**src/pkg/sadc_pkg.sv**
```systemverilog
package sadc_pkg;

   // Register map: the two printed offsets are indices, byte address is four times the index.
   localparam logic [11:0] CFG_INDEX      = 12'h0A9;
   localparam logic [11:0] CTL2_INDEX     = 12'h0CE;
   localparam logic [11:0] CFG_ADDR       = {CFG_INDEX[9:0], 2'b00};
   localparam logic [11:0] CTL2_ADDR      = {CTL2_INDEX[9:0], 2'b00};
   localparam logic [11:0] CHEN_ADDR      = 12'h000;
   localparam logic [11:0] STATE_ADDR     = 12'h004;
   localparam logic [11:0] IRQ_STAT_ADDR  = 12'h008;
   localparam logic [11:0] IRQ_CLR_ADDR   = 12'h00C;
   localparam logic [11:0] IRQ_EN_ADDR    = 12'h010;
   localparam logic [11:0] RESULT_BASE    = 12'h020;

   // Fields of converter_config.
   localparam int unsigned CFG_POWER_BIT  = 7;
   localparam int unsigned CFG_IRQE_BIT   = 5;
   localparam int unsigned CFG_START_BIT  = 4;
   localparam int unsigned CFG_JUST_BIT   = 3;
   localparam int unsigned CFG_DIV_HI_BIT = 1;
   localparam int unsigned CFG_DIV_LO_BIT = 0;
   localparam logic [7:0]  CFG_WMASK      = 8'hBB;
   localparam logic [7:0]  CFG_RESET      = 8'h00;

   // Fields of converter_control_two; bits 5 and 4 enable the two track/hold stages.
   localparam int unsigned CTL2_TH_LO_BIT = 4;
   localparam logic [7:0]  CTL2_RESET     = 8'h00;

   localparam int unsigned NUM_CH         = 4;
   localparam int unsigned RES_W          = 12;
   localparam logic [5:0]  CONV_CYCLES    = 6'd32;
   localparam logic [5:0]  CONV_LAST      = CONV_CYCLES - 6'd1;
   localparam logic [3:0]  CHEN_RESET     = 4'h0;

   localparam int unsigned IRQ_DONE       = 0;
   localparam int unsigned IRQ_DROP       = 1;
   localparam int unsigned IRQ_W          = 2;

   localparam logic [1:0]  RESP_OKAY      = 2'b00;
   localparam logic [1:0]  RESP_SLVERR    = 2'b10;

   typedef enum logic [3:0] {
      ST_IDLE = 4'b0001,
      ST_HOLD = 4'b0010,
      ST_CONV = 4'b0100,
      ST_DONE = 4'b1000
   } sadc_state_e;

   typedef struct packed {
      logic       powered_down;
      logic [1:0] hold;
      logic       convert_start;
      logic [1:0] channel;
      logic       conv_clk_tick;
   } sadc_core_s;

endpackage

```
**src/hw/sadc_sequencer_control.sv**
```systemverilog
`timescale 1ns/1ps
module sadc_sequencer_control (
   input  wire logic                 aclk,
   input  wire logic                 aresetn,
   input  wire logic                 ce,
   input  wire logic [11:0]          awaddr,
   input  wire logic                 awvalid,
   output      logic                 awready,
   input  wire logic [31:0]          wdata,
   input  wire logic [3:0]           wstrb,
   input  wire logic                 wvalid,
   output      logic                 wready,
   output      logic [1:0]           bresp,
   output      logic                 bvalid,
   input  wire logic                 bready,
   input  wire logic [11:0]          araddr,
   input  wire logic                 arvalid,
   output      logic                 arready,
   output      logic [31:0]          rdata,
   output      logic [1:0]           rresp,
   output      logic                 rvalid,
   input  wire logic                 rready,
   input  wire logic                 hw_trigger,
   input  wire logic [11:0]          core_result,
   output      sadc_pkg::sadc_core_s core,
   output      logic                 irq
);
   import sadc_pkg::*;

   function automatic logic [3:0] div_last(input logic [1:0] sel);
      case (sel)
         2'b00:   div_last = 4'd1;
         2'b01:   div_last = 4'd3;
         2'b10:   div_last = 4'd7;
         default: div_last = 4'd15;
      endcase
   endfunction

   // Lowest enabled channel above 'from', or any enabled one when 'any' is set; bit 2 flags a hit.
   function automatic logic [2:0] next_chan(input logic [3:0] mask, input logic [1:0] from, input logic any);
      next_chan = 3'b000;
      for (int i = NUM_CH - 1; i >= 0; i--) begin
         if (mask[i] && (any || i > int'(from))) begin
            next_chan = {1'b1, 2'(i)};
         end
      end
   endfunction

   function automatic logic [15:0] fmt16(input logic [RES_W-1:0] r, input logic left);
      fmt16 = left ? {r, 4'h0} : {4'h0, r};
   endfunction

   ////////////////////////////////////////////////////////////////////////////////////////////////
   // Bus slave.
   logic              aw_held, w_held, next_aw_held, next_w_held;
   logic [11:0]       aw_addr, next_aw_addr;
   logic [7:0]        w_byte, next_w_byte;
   logic              w_lane, next_w_lane;
   logic              next_bvalid, next_rvalid;
   logic [1:0]        next_bresp, next_rresp;
   logic [31:0]       next_rdata;
   logic              do_write, wr_hit;

   logic [7:0]        cfg, next_cfg, ctl2, next_ctl2;
   logic [3:0]        chen, next_chen;
   logic [IRQ_W-1:0]  irq_st, next_irq_st, irq_en, next_irq_en, irq_set, irq_clr;
   logic [RES_W-1:0]  result [NUM_CH];
   logic [RES_W-1:0]  next_result [NUM_CH];
   sadc_state_e       state, next_state;
   logic              hw_run, next_hw_run;
   logic [3:0]        pre_cnt, next_pre_cnt;
   logic [5:0]        tick_cnt, next_tick_cnt;
   logic [1:0]        cur_ch, next_cur_ch;
   sadc_core_s        next_core;
   logic              powered, tick;
   logic [2:0]        pick;
   logic [1:0]        th_en;
   logic [15:0]       rd_fmt;

   assign awready  = !aw_held && !bvalid;
   assign wready   = !w_held && !bvalid;
   assign arready  = !rvalid;
   assign do_write = aw_held && w_held && !bvalid;
   assign powered  = cfg[CFG_POWER_BIT];
   assign th_en    = ctl2[CTL2_TH_LO_BIT +: 2];
   assign tick     = powered && (pre_cnt == div_last(cfg[CFG_DIV_HI_BIT:CFG_DIV_LO_BIT]));
   assign rd_fmt   = fmt16(result[araddr[4:3]], cfg[CFG_JUST_BIT]);

   always_comb begin
      next_aw_held = aw_held;
      next_aw_addr = aw_addr;
      next_w_held  = w_held;
      next_w_byte  = w_byte;
      next_w_lane  = w_lane;
      next_bvalid  = bvalid;
      next_bresp   = bresp;
      next_rvalid  = rvalid;
      next_rresp   = rresp;
      next_rdata   = rdata;
      wr_hit       = 1'b0;
      if (awvalid && awready) begin
         next_aw_held = 1'b1;
         next_aw_addr = awaddr;
      end
      if (wvalid && wready) begin
         next_w_held = 1'b1;
         next_w_byte = wdata[7:0];
         next_w_lane = wstrb[0];
      end
      if (do_write) begin
         wr_hit       = aw_addr == CFG_ADDR || aw_addr == CTL2_ADDR || aw_addr == CHEN_ADDR
                        || aw_addr == IRQ_CLR_ADDR || aw_addr == IRQ_EN_ADDR;
         next_aw_held = 1'b0;
         next_w_held  = 1'b0;
         next_bvalid  = 1'b1;
         next_bresp   = wr_hit ? RESP_OKAY : RESP_SLVERR;
      end else if (bvalid && bready) begin
         next_bvalid = 1'b0;
      end
      if (arvalid && arready) begin
         next_rvalid = 1'b1;
         next_rresp  = RESP_OKAY;
         next_rdata  = 32'h0000_0000;
         if (araddr[11:5] == RESULT_BASE[11:5] && araddr[1:0] == 2'b00) begin
            next_rdata[7:0] = araddr[2] ? rd_fmt[7:0] : rd_fmt[15:8];
         end else begin
            case (araddr)
               CFG_ADDR:      next_rdata[7:0] = cfg;
               CTL2_ADDR:     next_rdata[7:0] = ctl2;
               CHEN_ADDR:     next_rdata[3:0] = chen;
               STATE_ADDR:    next_rdata[6:0] = {hw_run, cur_ch, state};
               IRQ_STAT_ADDR: next_rdata[IRQ_W-1:0] = irq_st;
               IRQ_CLR_ADDR:  next_rdata = 32'h0000_0000;
               IRQ_EN_ADDR:   next_rdata[IRQ_W-1:0] = irq_en;
               default:       next_rresp = RESP_SLVERR;
            endcase
         end
      end else if (rvalid && rready) begin
         next_rvalid = 1'b0;
      end
   end

   always_ff @(posedge aclk) begin
      if (!aresetn) begin
         aw_held <= 1'b0;
         aw_addr <= 12'h000;
         w_held  <= 1'b0;
         w_byte  <= 8'h00;
         w_lane  <= 1'b0;
         bvalid  <= 1'b0;
         bresp   <= RESP_OKAY;
         rvalid  <= 1'b0;
         rresp   <= RESP_OKAY;
         rdata   <= 32'h0000_0000;
      end else if (ce) begin
         aw_held <= next_aw_held;
         aw_addr <= next_aw_addr;
         w_held  <= next_w_held;
         w_byte  <= next_w_byte;
         w_lane  <= next_w_lane;
         bvalid  <= next_bvalid;
         bresp   <= next_bresp;
         rvalid  <= next_rvalid;
         rresp   <= next_rresp;
         rdata   <= next_rdata;
      end
   end

   ////////////////////////////////////////////////////////////////////////////////////////////////
   // Configuration, sequencer, prescaler and interrupt.
   logic wr_lane0, cfg_wr, soft_wr;

   assign wr_lane0 = do_write && w_lane;
   assign cfg_wr   = wr_lane0 && aw_addr == CFG_ADDR;
   assign soft_wr  = cfg_wr && w_byte[CFG_START_BIT];

   always_comb begin
      next_cfg      = cfg;
      next_ctl2     = ctl2;
      next_chen     = chen;
      next_irq_en   = irq_en;
      next_state    = state;
      next_hw_run   = hw_run;
      next_cur_ch   = cur_ch;
      next_tick_cnt = tick_cnt;
      next_result   = result;
      irq_set       = '0;
      irq_clr       = '0;
      pick          = 3'b000;
      next_pre_cnt  = (!powered || tick) ? 4'h0 : pre_cnt + 4'h1;
      if (cfg_wr) begin
         next_cfg = (w_byte & CFG_WMASK & ~(8'h01 << CFG_START_BIT)) | (cfg & (8'h01 << CFG_START_BIT));
         // A start is kept only when the new setting leaves the converter on and no hardware run owns it.
         if (soft_wr && w_byte[CFG_POWER_BIT] && !hw_run) begin
            next_cfg[CFG_START_BIT] = 1'b1;
         end
      end
      if (soft_wr && hw_run) begin
         irq_set[IRQ_DROP] = 1'b1;
      end
      if (wr_lane0 && aw_addr == CTL2_ADDR) next_ctl2 = w_byte;
      if (wr_lane0 && aw_addr == CHEN_ADDR) next_chen = w_byte[3:0];
      if (wr_lane0 && aw_addr == IRQ_EN_ADDR) next_irq_en = w_byte[IRQ_W-1:0];
      if (wr_lane0 && aw_addr == IRQ_CLR_ADDR) irq_clr = w_byte[IRQ_W-1:0];
      case (state)
         ST_IDLE: begin
            if (powered && cfg[CFG_START_BIT]) begin
               next_state = ST_HOLD;
            end else if (powered && hw_trigger) begin
               next_state  = ST_HOLD;
               next_hw_run = 1'b1;
            end
         end
         ST_HOLD: begin
            if (tick) begin
               pick          = next_chan(chen, 2'b00, 1'b1);
               next_cur_ch   = pick[1:0];
               next_tick_cnt = 6'd0;
               next_state    = pick[2] ? ST_CONV : ST_DONE;
            end
         end
         ST_CONV: begin
            if (tick) begin
               next_tick_cnt = tick_cnt + 6'd1;
               if (tick_cnt == CONV_LAST) begin
                  next_result[cur_ch] = core_result;
                  pick          = next_chan(chen, cur_ch, 1'b0);
                  next_cur_ch   = pick[2] ? pick[1:0] : cur_ch;
                  next_tick_cnt = 6'd0;
                  next_state    = pick[2] ? ST_CONV : ST_DONE;
               end
            end
         end
         ST_DONE: begin
            irq_set[IRQ_DONE]       = 1'b1;
            next_cfg[CFG_START_BIT] = 1'b0;
            next_hw_run             = 1'b0;
            next_state              = ST_IDLE;
         end
         default: next_state = ST_IDLE;
      endcase
      // Dropping power abandons any sequence, so neither a start nor a completion can survive it.
      if (!next_cfg[CFG_POWER_BIT]) begin
         next_cfg[CFG_START_BIT] = 1'b0;
         next_state              = ST_IDLE;
         next_hw_run             = 1'b0;
         irq_set[IRQ_DONE]       = 1'b0;
      end
      next_irq_st = (irq_st & ~irq_clr) | irq_set;
      next_core.powered_down  = !next_cfg[CFG_POWER_BIT];
      next_core.hold          = (next_state == ST_HOLD || next_state == ST_CONV) ? th_en : 2'b00;
      next_core.convert_start = next_state == ST_CONV && next_tick_cnt == 6'd0 && (state != ST_CONV || tick);
      next_core.channel       = next_cur_ch;
      next_core.conv_clk_tick = tick;
   end

   always_ff @(posedge aclk) begin
      if (!aresetn) begin
         cfg      <= CFG_RESET;
         ctl2     <= CTL2_RESET;
         chen     <= CHEN_RESET;
         irq_st   <= '0;
         irq_en   <= '0;
         state    <= ST_IDLE;
         hw_run   <= 1'b0;
         pre_cnt  <= 4'h0;
         tick_cnt <= 6'd0;
         cur_ch   <= 2'b00;
         result   <= '{default: '0};
         core     <= '{powered_down: 1'b1, default: '0};
      end else if (ce) begin
         cfg      <= next_cfg;
         ctl2     <= next_ctl2;
         chen     <= next_chen;
         irq_st   <= next_irq_st;
         irq_en   <= next_irq_en;
         state    <= next_state;
         hw_run   <= next_hw_run;
         pre_cnt  <= next_pre_cnt;
         tick_cnt <= next_tick_cnt;
         cur_ch   <= next_cur_ch;
         result   <= next_result;
         core     <= next_core;
      end
   end

   // The done bit reaches the pin only through done_irq_enable as well as its own mask bit.
   assign irq = |(irq_st & irq_en & {1'b1, cfg[CFG_IRQE_BIT]});
endmodule

```
**config.mk**
```make
export PLATFORM = sky130hd
export DESIGN_NAME = sadc_sequencer_control
export DESIGN_NICKNAME = d
export VERILOG_FILES = /design/src/pkg/sadc_pkg.sv /design/src/hw/sadc_sequencer_control.sv
export SDC_FILE = /design/constraint.sdc
export NUM_CORES = 1
export LEC_CHECK = 0
export ABC_AREA = 0
export BUFFER_PORTS_ARGS = -buffer_cell sky130_fd_sc_hd__buf_2
export CORE_MARGIN = 2
export CORE_UTILIZATION = 45
export DETAILED_ROUTE_END_ITERATION = 7
export PLACE_DENSITY = 0.69
export SLEW_MARGIN = 40
export SYNTH_ARGS = -nofsm -noshare
export SYNTH_HDL_FRONTEND = slang
export SYNTH_SLANG_ARGS = --single-unit
```
**constraint.sdc**
```tcl
create_clock -name aclk -period 1.9 [get_ports aclk]
set_input_delay 0.38 -clock aclk [delete_from_list [all_inputs] [get_ports aclk]]
set_output_delay 0.38 -clock aclk [all_outputs]
set_load 0.01 [all_outputs]
```
==> flow_summary.json, run 1 <==
{
  "synth_flop_cell": "dfxtp_1",
  "postLayoutCoreUtil": 0.584,
  "fp.dieH_um": 128,
  "final.period_utilization": 1.09,
  "synth_edf_count": 0,
  "rsz0062_at_grt": "true",
  "coreArea_mm2": 0.0151,
  "max_freq_mhz": 484,
  "synth_top_area_frac": 0.370,
  "final_nets": 975,
  "ir_drop_mv": 0.739,
  "post-route-drc-count": 0,
  "grt_overflow": 0,
  "netSwitchingFraction": 0.218,
  "seq_power_share": 0.415,
  "cp_max_fo": 7,
  "critPathLaunchType": "flip-flop",
  "critical_path_arrival_ns": 2.36,
  "area_growth_pct": 28.2,
  "clock_skew_ns": 0.00884,
  "clockBufferDepth": 2,
  "numCtsBuffers": 17,
  "synthArstFlopShare": 0,
  "yosysWarningCount": 0,
  "first_pass_iters": 5,
  "postSynthAreaPerCell_um2": 9.30,
  "synth_seq_area_share": 0.370,
  "end_kind": "flip-flop",
  "grt.total_usage": 0.217,
  "ant_nets": 0,
  "powerDensity_mw_per_mm2": 747,
  "grt_pass1_vias": 5597,
  "multi_input_area_mm2": 0.00403,
  "crit_type": "flip-flop to flip-flop",
  "setup_tns_ns": -2.72,
  "totalWireLength_um": 17500,
  "p_clk_frac": 0.509,
  "synth_top_area_cell": "dfxtp_1",
  "antenna_cells": 0,
  "maxSlewViolCount": 0,
  "violations": "negative setup slack",
  "die-area_mm2": 0.0163,
  "synth_seq_cells": 127,
  "die_x_um": 128,
  "synth_cell_type_count": 76,
  "syn_area_mm2": 0.00687,
  "min_path_type": "primary input to flip-flop",
  "setup_slack_ns": -0.164,
  "place_area_mm2": 0.00793,
  "grt_antenna_before_repair": 0,
  "drv_cap": 0,
  "cts-htree-levels": 4,
  "gp_congestion": 0.863,
  "vias": 5876,
  "boundaryPins": 130,
  "finalSetupViolations": 53,
  "total_power_mw": 6.58,
  "drt-vias-per-instance": 5.39,
  "combPwrFrac": 0.076,
  "p_switching_mw": 1.44,
  "cts_tree": "done",
  "fillers": 1337,
  "hpwl_um": 12200,
  "status": "finished, violations left",
  "portBuffers": 76,
  "p_leak_nw": 3.38,
  "grt_max_degree": 63,
  "seq_area_mm2": 0.00256,
  "whs_ns": 0.205,
  "clock-sinks": 127,
  "synthCells": 739,
  "drive_gt1_frac": 0.302,
  "drt-wirelength-per-cell_um": 16.0,
  "netlist_top_cells_area": "dfxtp_1 37%, mux2i_1 11%, nor2b_1 7.3%",
  "clk_pin_slew_ns": 0.06,
  "drtIter0Drc": 306,
  "initial_core_util": 0.455,
  "grt_pass1_wl_um": 28100,
  "hold_viol": 0,
  "min_period_ns": 2.06,
  "clockRootBuffer": "clkbuf_16",
  "crit_required_ns": 2.20,
  "rows": 45,
  "clk_latency_ns": 0.42,
  "design_area_mm2": 0.00881,
  "p_int_mw": 5.14
}
-- placed cells by master, fill, tap and decap left out, types with 6 or more instances in the layout --
cell type  instances
dfxtp_1          115
buf_4             89
nand2_1           86
nor2b_1           80
buf_2             76
mux2i_1           67
a21boi_0          29
nor2_1            28
conb_1            26
nand3_1           22
a21oi_1           19
clkbuf_16         19
o21ai_0           18
inv_1             14
mux4_2            12
dfxtp_2           10
nor3_1             9
buf_12             9
a22oi_1            8
o211a_1            7
nand4_1            6
and4_1             6
nand2b_1           6
-- registers in the layout, summed over array words and instances (netlist names), 2 cells and up --
name      cells
cfg           6
irq_en        2
irq_st        2
chen          4
rdata         8
pre_cnt       4
tick_cnt      6
core          5
ctl2          8
w_byte        8
cur_ch        2
aw_addr      12
result       48
state         4
-- kinds of logic after synthesis --
| group | Yosys count | synth area share |
|---|---|---|
| flops | 127 | 0.370 |
| buf+inv | 86 | 0.0748 |
| mux | 89 | 0.152 |
| simple gates | 295 | 0.252 |
| xor+xnor | 4 | 0.00510 |
| other cells | 1 | 0.000546 |
| compound gates | 135 | 0.141 |
| fa+ha+maj | 2 | 0.00364 |
-- critical path, stage by stage (launching register included) --
cell and delay [ns]:
dfxtp_2 0.35, nor4b_4 0.31, o31ai_4 0.13, a21o_4 0.28, nor4_4 0.22, buf_4 0.19
buf_12 0.15, mux2i_4 0.23, nor2b_1 0.07
-- synthesized netlist by cell type (14+ instances only) --
library cell / instances
a21boi_0: 30
a21oi_1: 21
buf_4: 28
clkbuf_1: 27
dfxtp_1: 127
inv_1: 14
mux2i_1: 73
nand2_1: 86
nand3_1: 24
nor2_1: 29
nor2b_1: 80
o21ai_0: 20
-- what timing repair did --
| action | 4_1_cts | 5_1_grt |
|---|---|---|
| pin swaps | 2 | 9 |
| hold buffers | 0 | 0 |
| cloned | 0 | 2 |
| resized for setup | 4 | 34 |
| buffers inserted | 0 | 12 |
| endpoints found under the setup margin | 58 | 72 |
-- per-layer routing --
layer	up-vias	routed length, µm	GRT usage
met2	156	7930	0.334
met4	0	216	0.0588
li1	2887	-	-
met3	20	838	0.0498
met1	2813	8480	0.306
met5	-	0	0
-- through the flow --
stage	setup WS, ns	std cells
after floorplan	-0.0588	764
after global placement	-0.228	1047
after detailed placement	-0.225	1047
after CTS	-0.110	1077
after global routing	-0.221	1091
final	-0.164	1091
-- worst paths after layout --
kind	cells past startpoint	endpoint	from	slack, ns
worst max-delay path	8	result[12]$_SDFFE_PN0P_	pre_cnt[2]$_SDFFE_PN0P_	-0.16
worst min-delay path	3	aw_addr[1]$_SDFFE_PN0P_	awaddr[1]	0.20
worst min register to register	2	rdata[0]$_SDFFE_PN0P_	rdata[0]$_SDFFE_PN0P_	0.46
worst max register to register	8	result[12]$_SDFFE_PN0P_	pre_cnt[2]$_SDFFE_PN0P_	-0.16
-- cell type report --
class / instances / area share
Sequential cell: 127 / 0.291
Multi-Input combinational cell: 551 / 0.457
Inverter: 15 / 0.00639
Timing Repair Buffer: 180 / 0.150
Clock buffer: 25 / 0.0574
Clock inverter: 5 / 0.0116
Tap cell: 188 / 0.0267
-- power groups by stage --
| stage | sequential (mW) | combinational [mW] | clock, mW |
|---|---|---|---|
| final | 2.73 | 0.500 | 3.35 |
| after global routing | 2.73 | 0.550 | 3.52 |
| after CTS | 2.73 | 0.492 | 3.40 |
| after detailed placement | 2.79 | 0.484 | 0 |
| after global placement | 2.79 | 0.481 | 0 |
| after floorplan | 2.79 | 0.314 | 0 |
Power figures use the tool's default switching activity.
==> run 2: changes to the inputs <==
- CTS_CLUSTER_SIZE: not set -> 28
- PLACE_DENSITY: 0.69 -> not set
- PLACE_DENSITY_LB_ADDON: not set -> 0.2
==> run 2 against run 1 <==
  * The run still ends with negative setup slack left
  * Final area down 1.2%
  * Maximum frequency up 2.3%
  * Register-to-register slack better by 0.05 ns
  * Non-clock buffer count down 12
  * Sequential power about the same
  * Via count down 0.68%
  * Sequential share of layout area up 0.26 points
  * Cell count down 0.92%
  * Worst setup slack better by 0.047 ns
  * Critical path type unchanged
==> flow_summary.json, run 2 (synthesis gave the netlist of run 1 again) <==
{
  "cts-htree-levels": 4,
  "hpwl_um": 12900,
  "p_leak_nw": 3.31,
  "r2r_end": "result[6]$_SDFFE_PN0P_",
  "grt_pass1_vias": 5791,
  "first_pass_iters": 5,
  "totalWireLength_um": 18000,
  "grt_antenna_before_repair": 0,
  "cp_max_fo": 8,
  "top_register": "result",
  "grt_pass1_wl_um": 28800,
  "drv_cap": 0,
  "rows": 45,
  "initial_core_util": 0.455,
  "hold_viol": 0,
  "fillers": 1306,
  "end_kind": "flip-flop",
  "powerDensity_mw_per_mm2": 753,
  "r2r_setup_slack_ns": -0.12,
  "whs_ns": 0.208,
  "cts_tree": "done",
  "crit_type": "flip-flop to flip-flop",
  "p_int_mw": 5.05,
  "grt.total_usage": 0.224,
  "clock_skew_ns": 0.00663,
  "mostFrequentLayoutCells": "119 x dfxtp_1, 86 x nand2_1, 80 x nor2b_1",
  "vias": 5836,
  "numCtsBuffers": 17,
  "post-route-drc-count": 0,
  "final_nets": 963,
  "design_area_mm2": 0.00871,
  "slowest_delay_ns": 0.36,
  "clk_latency_ns": 0.42,
  "drive_gt1_frac": 0.290,
  "netSwitchingFraction": 0.230,
  "area_growth_pct": 26.7,
  "grt_overflow": 0,
  "die_x_um": 128,
  "final_common_cell": "dfxtp_1",
  "maxSlewViolCount": 0,
  "status": "finished, violations left",
  "ant_nets": 0,
  "setup_slack_ns": -0.117,
  "gp_congestion": 0.848,
  "postCtsHoldBufs": 0,
  "crit_chain": "nor4b_4 > o31ai_4 > a21o_4 > nor4_4 > buf_4 > clkbuf_16 > mux2i_1 > nor2b_1",
  "reg2reg_from": "pre_cnt[3]$_SDFFE_PN0P_",
  "ir_drop_mv": 0.616,
  "reg.largest.list": "result: 48 flops, aw_addr: 12 flops",
  "p_switching_mw": 1.51,
  "critPathLaunchType": "flip-flop",
  "portBuffers": 76,
  "clock-sinks": 127,
  "p_clk_frac": 0.508,
  "clockBufferDepth": 2,
  "clockRootBuffer": "clkbuf_16",
  "drtIter0Drc": 393,
  "clk_pin_slew_ns": 0.06,
  "max_freq_mhz": 496,
  "rsz0062_at_grt": "true",
  "finalSetupViolations": 49,
  "die-area_mm2": 0.0163,
  "drt-wirelength-per-cell_um": 16.6,
  "critical_path_arrival_ns": 2.33,
  "r2r_cells": 8,
  "antenna_cells": 0,
  "final.period_utilization": 1.06,
  "crit_slowest_cell": "dfxtp_4",
  "grt_max_degree": 98,
  "drt-vias-per-instance": 5.40,
  "boundaryPins": 130,
  "violations": "negative setup slack",
  "min_period_ns": 2.02,
  "min_path_type": "primary input to flip-flop",
  "seq_power_share": 0.417,
  "endpoint": "result[6]$_SDFFE_PN0P_",
  "crit_start": "pre_cnt[3]$_SDFFE_PN0P_",
  "coreArea_mm2": 0.0151,
  "largest_reg_flops": 48,
  "place_area_mm2": 0.00790,
  "fp.dieH_um": 128,
  "combPwrFrac": 0.075,
  "crit_required_ns": 2.21
}
## run 2: cell count changes in the layout (fill, tap and decap cells not counted), sizes merged
cell / before / now
buf: 178 / 166
clkbuf: 27 / 24
clkinv: 2 / 8
clkinvlp: 1 / 0
## run 2: layer usage
metal  part of all wire  global-route usage  up-vias  routed length (µm)
met2               0.49               0.387      153                8730
met5                  0                   0        -                   0
met3              0.043              0.0507       21                 777
li1                   -                   -     2868                   -
met1               0.46               0.278     2794                8250
met4              0.013              0.0685        0                 228
## run 2: worst min-delay path by stage
stage / start / endpoint / slack [ns] / cells after the start
global route: wdata[1] / w_byte[1]$_SDFFE_PN0P_ / 0.20 / 3
global placement: rdata[0]$_SDFFE_PN0P_ / rdata[0]$_SDFFE_PN0P_ / 0.44 / 2
detailed placement: rdata[0]$_SDFFE_PN0P_ / rdata[0]$_SDFFE_PN0P_ / 0.44 / 2
floorplan: w_byte[6]$_SDFFE_PN0P_ / w_byte[6]$_SDFFE_PN0P_ / 0.44 / 2
finish: awaddr[2] / aw_addr[2]$_SDFFE_PN0P_ / 0.21 / 3
CTS: awaddr[2] / aw_addr[2]$_SDFFE_PN0P_ / 0.20 / 3
## run 2: area by class of cell
| type | instances | area [µm²] | area share |
|---|---|---|---|
| multi-input cells | 551 | 4040 | 0.463 |
| well taps | 188 | 235 | 0.0270 |
| clock buffers | 22 | 464 | 0.0533 |
| clock inverters | 10 | 136 | 0.0157 |
| repair buffers | 168 | 1230 | 0.141 |
| flip-flops and latches | 127 | 2550 | 0.293 |
| inverters | 15 | 56.3 | 0.00647 |
## run 2: through the flow
stage | utilization | worst slack [ns] | total power [mW] | setup TNS [ns] | instances
after global placement | 0.523 | -0.244 | 3.25 | -2.12 | 1042
after detailed placement | 0.523 | -0.299 | 3.26 | -3.81 | 1042
final | 0.577 | -0.117 | 6.56 | -3.02 | 1081
after floorplan | - | -0.0588 | 3.10 | -1.85 | 764
after global routing | 0.577 | -0.225 | 6.80 | -8.48 | 1081
after CTS | 0.567 | -0.100 | 6.59 | -2.75 | 1077
## run 2: repair_timing
| action | CTS | global route |
|---|---|---|
| resized for setup | 9 | 26 |
| cloned | 0 | 2 |
| buffers inserted | 3 | 2 |
| pin swaps | 8 | 7 |
| setup endpoints to repair | 51 | 69 |
## run 2: power by group through the flow
stage / registers, mW / clock network, mW / logic [mW]
3_3_place_gp: 2.79 / 0 / 0.462
2_1_floorplan: 2.79 / 0 / 0.314
5_1_grt: 2.74 / 3.52 / 0.539
6_report: 2.74 / 3.33 / 0.493
4_1_cts: 2.73 / 3.38 / 0.479
3_5_place_dp: 2.79 / 0 / 0.473
## run 2: worst max-delay path: cells and delay by family, from the launching register on
family                 cells  cell delay (ns)
and+or+nand+nor            3             0.60
AOI/OAI and AO/OA          2             0.42
DFF                        1             0.36
buffers and inverters      2             0.34
muxes                      1             0.18
==> run 3: changes to the inputs <==
- CORE_UTILIZATION: 45 -> 40
- TNS_END_PERCENT: not set -> 10
==> run 3 against run 2 <==
  * The run still ends with negative setup slack left
  * Largest cell class unchanged
  * Cell count rose by 3.7%
  * Critical endpoint is now core[3]$_SDFFE_PN0P_
  * Total power down 0.50%
  * Clock power is 1% lower
  * Global-route usage down 1.5 points
  * Flip-flop and latch count unchanged
  * Clock-buffer cell count down 4
  * Die area is 12% higher
  * Final area is essentially flat
  * Sequential share of layout area shrank 0.056 points
  * Routed wire length grew 3.2%
  * Sequential power about the same
  * Non-clock buffer count increased by 7
==> flow_summary.json, run 3 (synthesis gave the netlist of run 1 again) <==
{
  "rsz0062_at_grt": "true",
  "boundaryPins": 130,
  "clockBufferDepth": 2,
  "whs_ns": 0.199,
  "grt_overflow": 0,
  "dr_wl_met2_um": 8960,
  "r2r_cells": 8,
  "crit_type": "flip-flop to flip-flop",
  "critPathLaunchType": "flip-flop",
  "critical_path_arrival_ns": 2.37,
  "post-route-drc-count": 0,
  "drive_gt1_frac": 0.293,
  "reg2reg_from": "pre_cnt[3]$_SDFFE_PN0P_",
  "violations": "negative setup slack",
  "initial_core_util": 0.412,
  "crit_required_ns": 2.24,
  "wl_met3_um": 648,
  "reg.largest.list": "result: 48 flops, aw_addr: 12 flops",
  "final_nets": 971,
  "min_path_type": "primary input to flip-flop",
  "largest_reg_flops": 48,
  "grt.total_usage": 0.209,
  "top_layer_used": "met4",
  "fillers": 1531,
  "finalSetupViolations": 33,
  "setup_slack_ns": -0.133,
  "coreArea_mm2": 0.0167,
  "portBuffers": 76,
  "powerDensity_mw_per_mm2": 749,
  "clock-sinks": 127,
  "dp.cells": 1078,
  "first_pass_iters": 5,
  "top_register": "result",
  "die_x_um": 135,
  "min_period_ns": 2.03,
  "maxSlewViolCount": 0,
  "end_kind": "flip-flop",
  "total_power_mw": 6.53,
  "final_common_cell": "dfxtp_1",
  "clockRootBuffer": "clkbuf_16",
  "drtIter0Drc": 305,
  "cp_max_fo": 5,
  "die-area_mm2": 0.0182,
  "fp.dieH_um": 135,
  "hpwl_um": 13500,
  "numCtsBuffers": 17,
  "grt_antenna_before_repair": 0,
  "r2r_setup_slack_ns": -0.13,
  "grt_pass1_wl_um": 30200,
  "endpoint": "core[3]$_SDFFE_PN0P_",
  "hold_viol": 0,
  "setup_tns_ns": -2.04,
  "clk_latency_ns": 0.43,
  "design_area_mm2": 0.00871,
  "drv_cap": 0,
  "m1WireLength_um": 8640,
  "final_cell_count_no_fill": 1121,
  "grt_pass1_vias": 5949,
  "ir_drop_mv": 0.635,
  "gp_congestion": 0.841,
  "cts-htree-levels": 4,
  "grt_max_degree": 50,
  "p_leak_nw": 3.32,
  "mostFrequentLayoutCells": "122 x dfxtp_1, 91 x buf_4, 85 x nand2_1",
  "drt-wirelength-per-cell_um": 16.6,
  "clk_pin_slew_ns": 0.06,
  "place_area_mm2": 0.00791,
  "crit_start": "pre_cnt[3]$_SDFFE_PN0P_",
  "rows": 47,
  "r2r_end": "core[3]$_SDFFE_PN0P_",
  "ant_nets": 0,
  "totalWireLength_um": 18600,
  "status": "finished, violations left",
  "cts_tree": "done",
  "max_freq_mhz": 492,
  "clock_skew_ns": 0.00746,
  "vias": 5942,
  "antenna_cells": 0,
  "area_growth_pct": 26.8,
  "postCtsHoldBufs": 0,
  "drt-vias-per-instance": 5.30,
  "final.period_utilization": 1.07
}
-- run 3: changes by cell type in the layout (fill, tap and decap cells not counted), moves of 3 or more --
| cell | before | now |
|---|---|---|
| buf_12 | 9 | 6 |
| buf_4 | 79 | 91 |
| clkinv_2 | 4 | 1 |
| clkinvlp_4 | 0 | 4 |
| dfxtp_1 | 119 | 122 |
| dfxtp_2 | 7 | 4 |
| inv_6 | 0 | 3 |
-- run 3: final cells by class --
| cell class | instances | area, µm² | area share |
|---|---|---|---|
| clock inverters | 14 | 159 | 0.0182 |
| flip-flops and latches | 127 | 2550 | 0.293 |
| multi-input cells | 552 | 4020 | 0.462 |
| repair buffers | 175 | 1220 | 0.140 |
| inverters | 15 | 56.3 | 0.00646 |
| well taps | 220 | 275 | 0.0316 |
| clock buffers | 18 | 429 | 0.0493 |
-- run 3: worst min-delay path by stage --
| stage | startpoint | depth (start not counted) | slack, ns | endpoint |
|---|---|---|---|---|
| 6_report | awaddr[5] | 3 | 0.20 | aw_addr[5]$_SDFFE_PN0P_ |
| 3_5_place_dp | core[3]$_SDFFE_PN0P_ | 2 | 0.44 | core[3]$_SDFFE_PN0P_ |
| 2_1_floorplan | w_byte[6]$_SDFFE_PN0P_ | 2 | 0.44 | w_byte[6]$_SDFFE_PN0P_ |
| 5_1_grt | wdata[5] | 3 | 0.21 | w_byte[5]$_SDFFE_PN0P_ |
| 3_3_place_gp | rdata[0]$_SDFFE_PN0P_ | 2 | 0.44 | rdata[0]$_SDFFE_PN0P_ |
| 4_1_cts | awaddr[5] | 3 | 0.19 | aw_addr[5]$_SDFFE_PN0P_ |
-- run 3: routing by layer --
metal,global-route usage,up-vias
met3,0.0394,27
met5,0,-
met2,0.348,140
li1,-,2887
met4,0.0706,0
met1,0.273,2888
-- run 3: repair_timing --
item                                    4_1_cts  5_1_grt
setup buffers                                 6        4
endpoints found under the setup margin       63       71
resized for setup                            14       17
pin swaps                                     5        8
gates cloned                                  2        0
-- run 3: power breakdown --
group | switching (mW) | total, mW | internal (mW)
combinational | 0.278 | 0.505 | 0.227
sequential | 0.0335 | 2.73 | 2.70
clock | 1.33 | 3.29 | 1.95
total | 1.65 | 6.53 | 4.88
-- run 3: worst max-delay path: stages (launching register included) --
cell       delay, ns
dfxtp_4         0.36
nor4b_4         0.32
o31ai_4         0.11
a21o_4          0.27
buf_12          0.13
buf_6           0.11
a2bb2oi_1       0.13
or3_1           0.33
o31ai_2         0.18
-- run 3: through the flow --
step | worst slack (ns) | utilization
2_1_floorplan | -0.0671 | -
3_3_place_gp | -0.251 | 0.473
3_5_place_dp | -0.285 | 0.473
4_1_cts | -0.141 | 0.517
5_1_grt | -0.247 | 0.522
6_report | -0.133 | 0.522
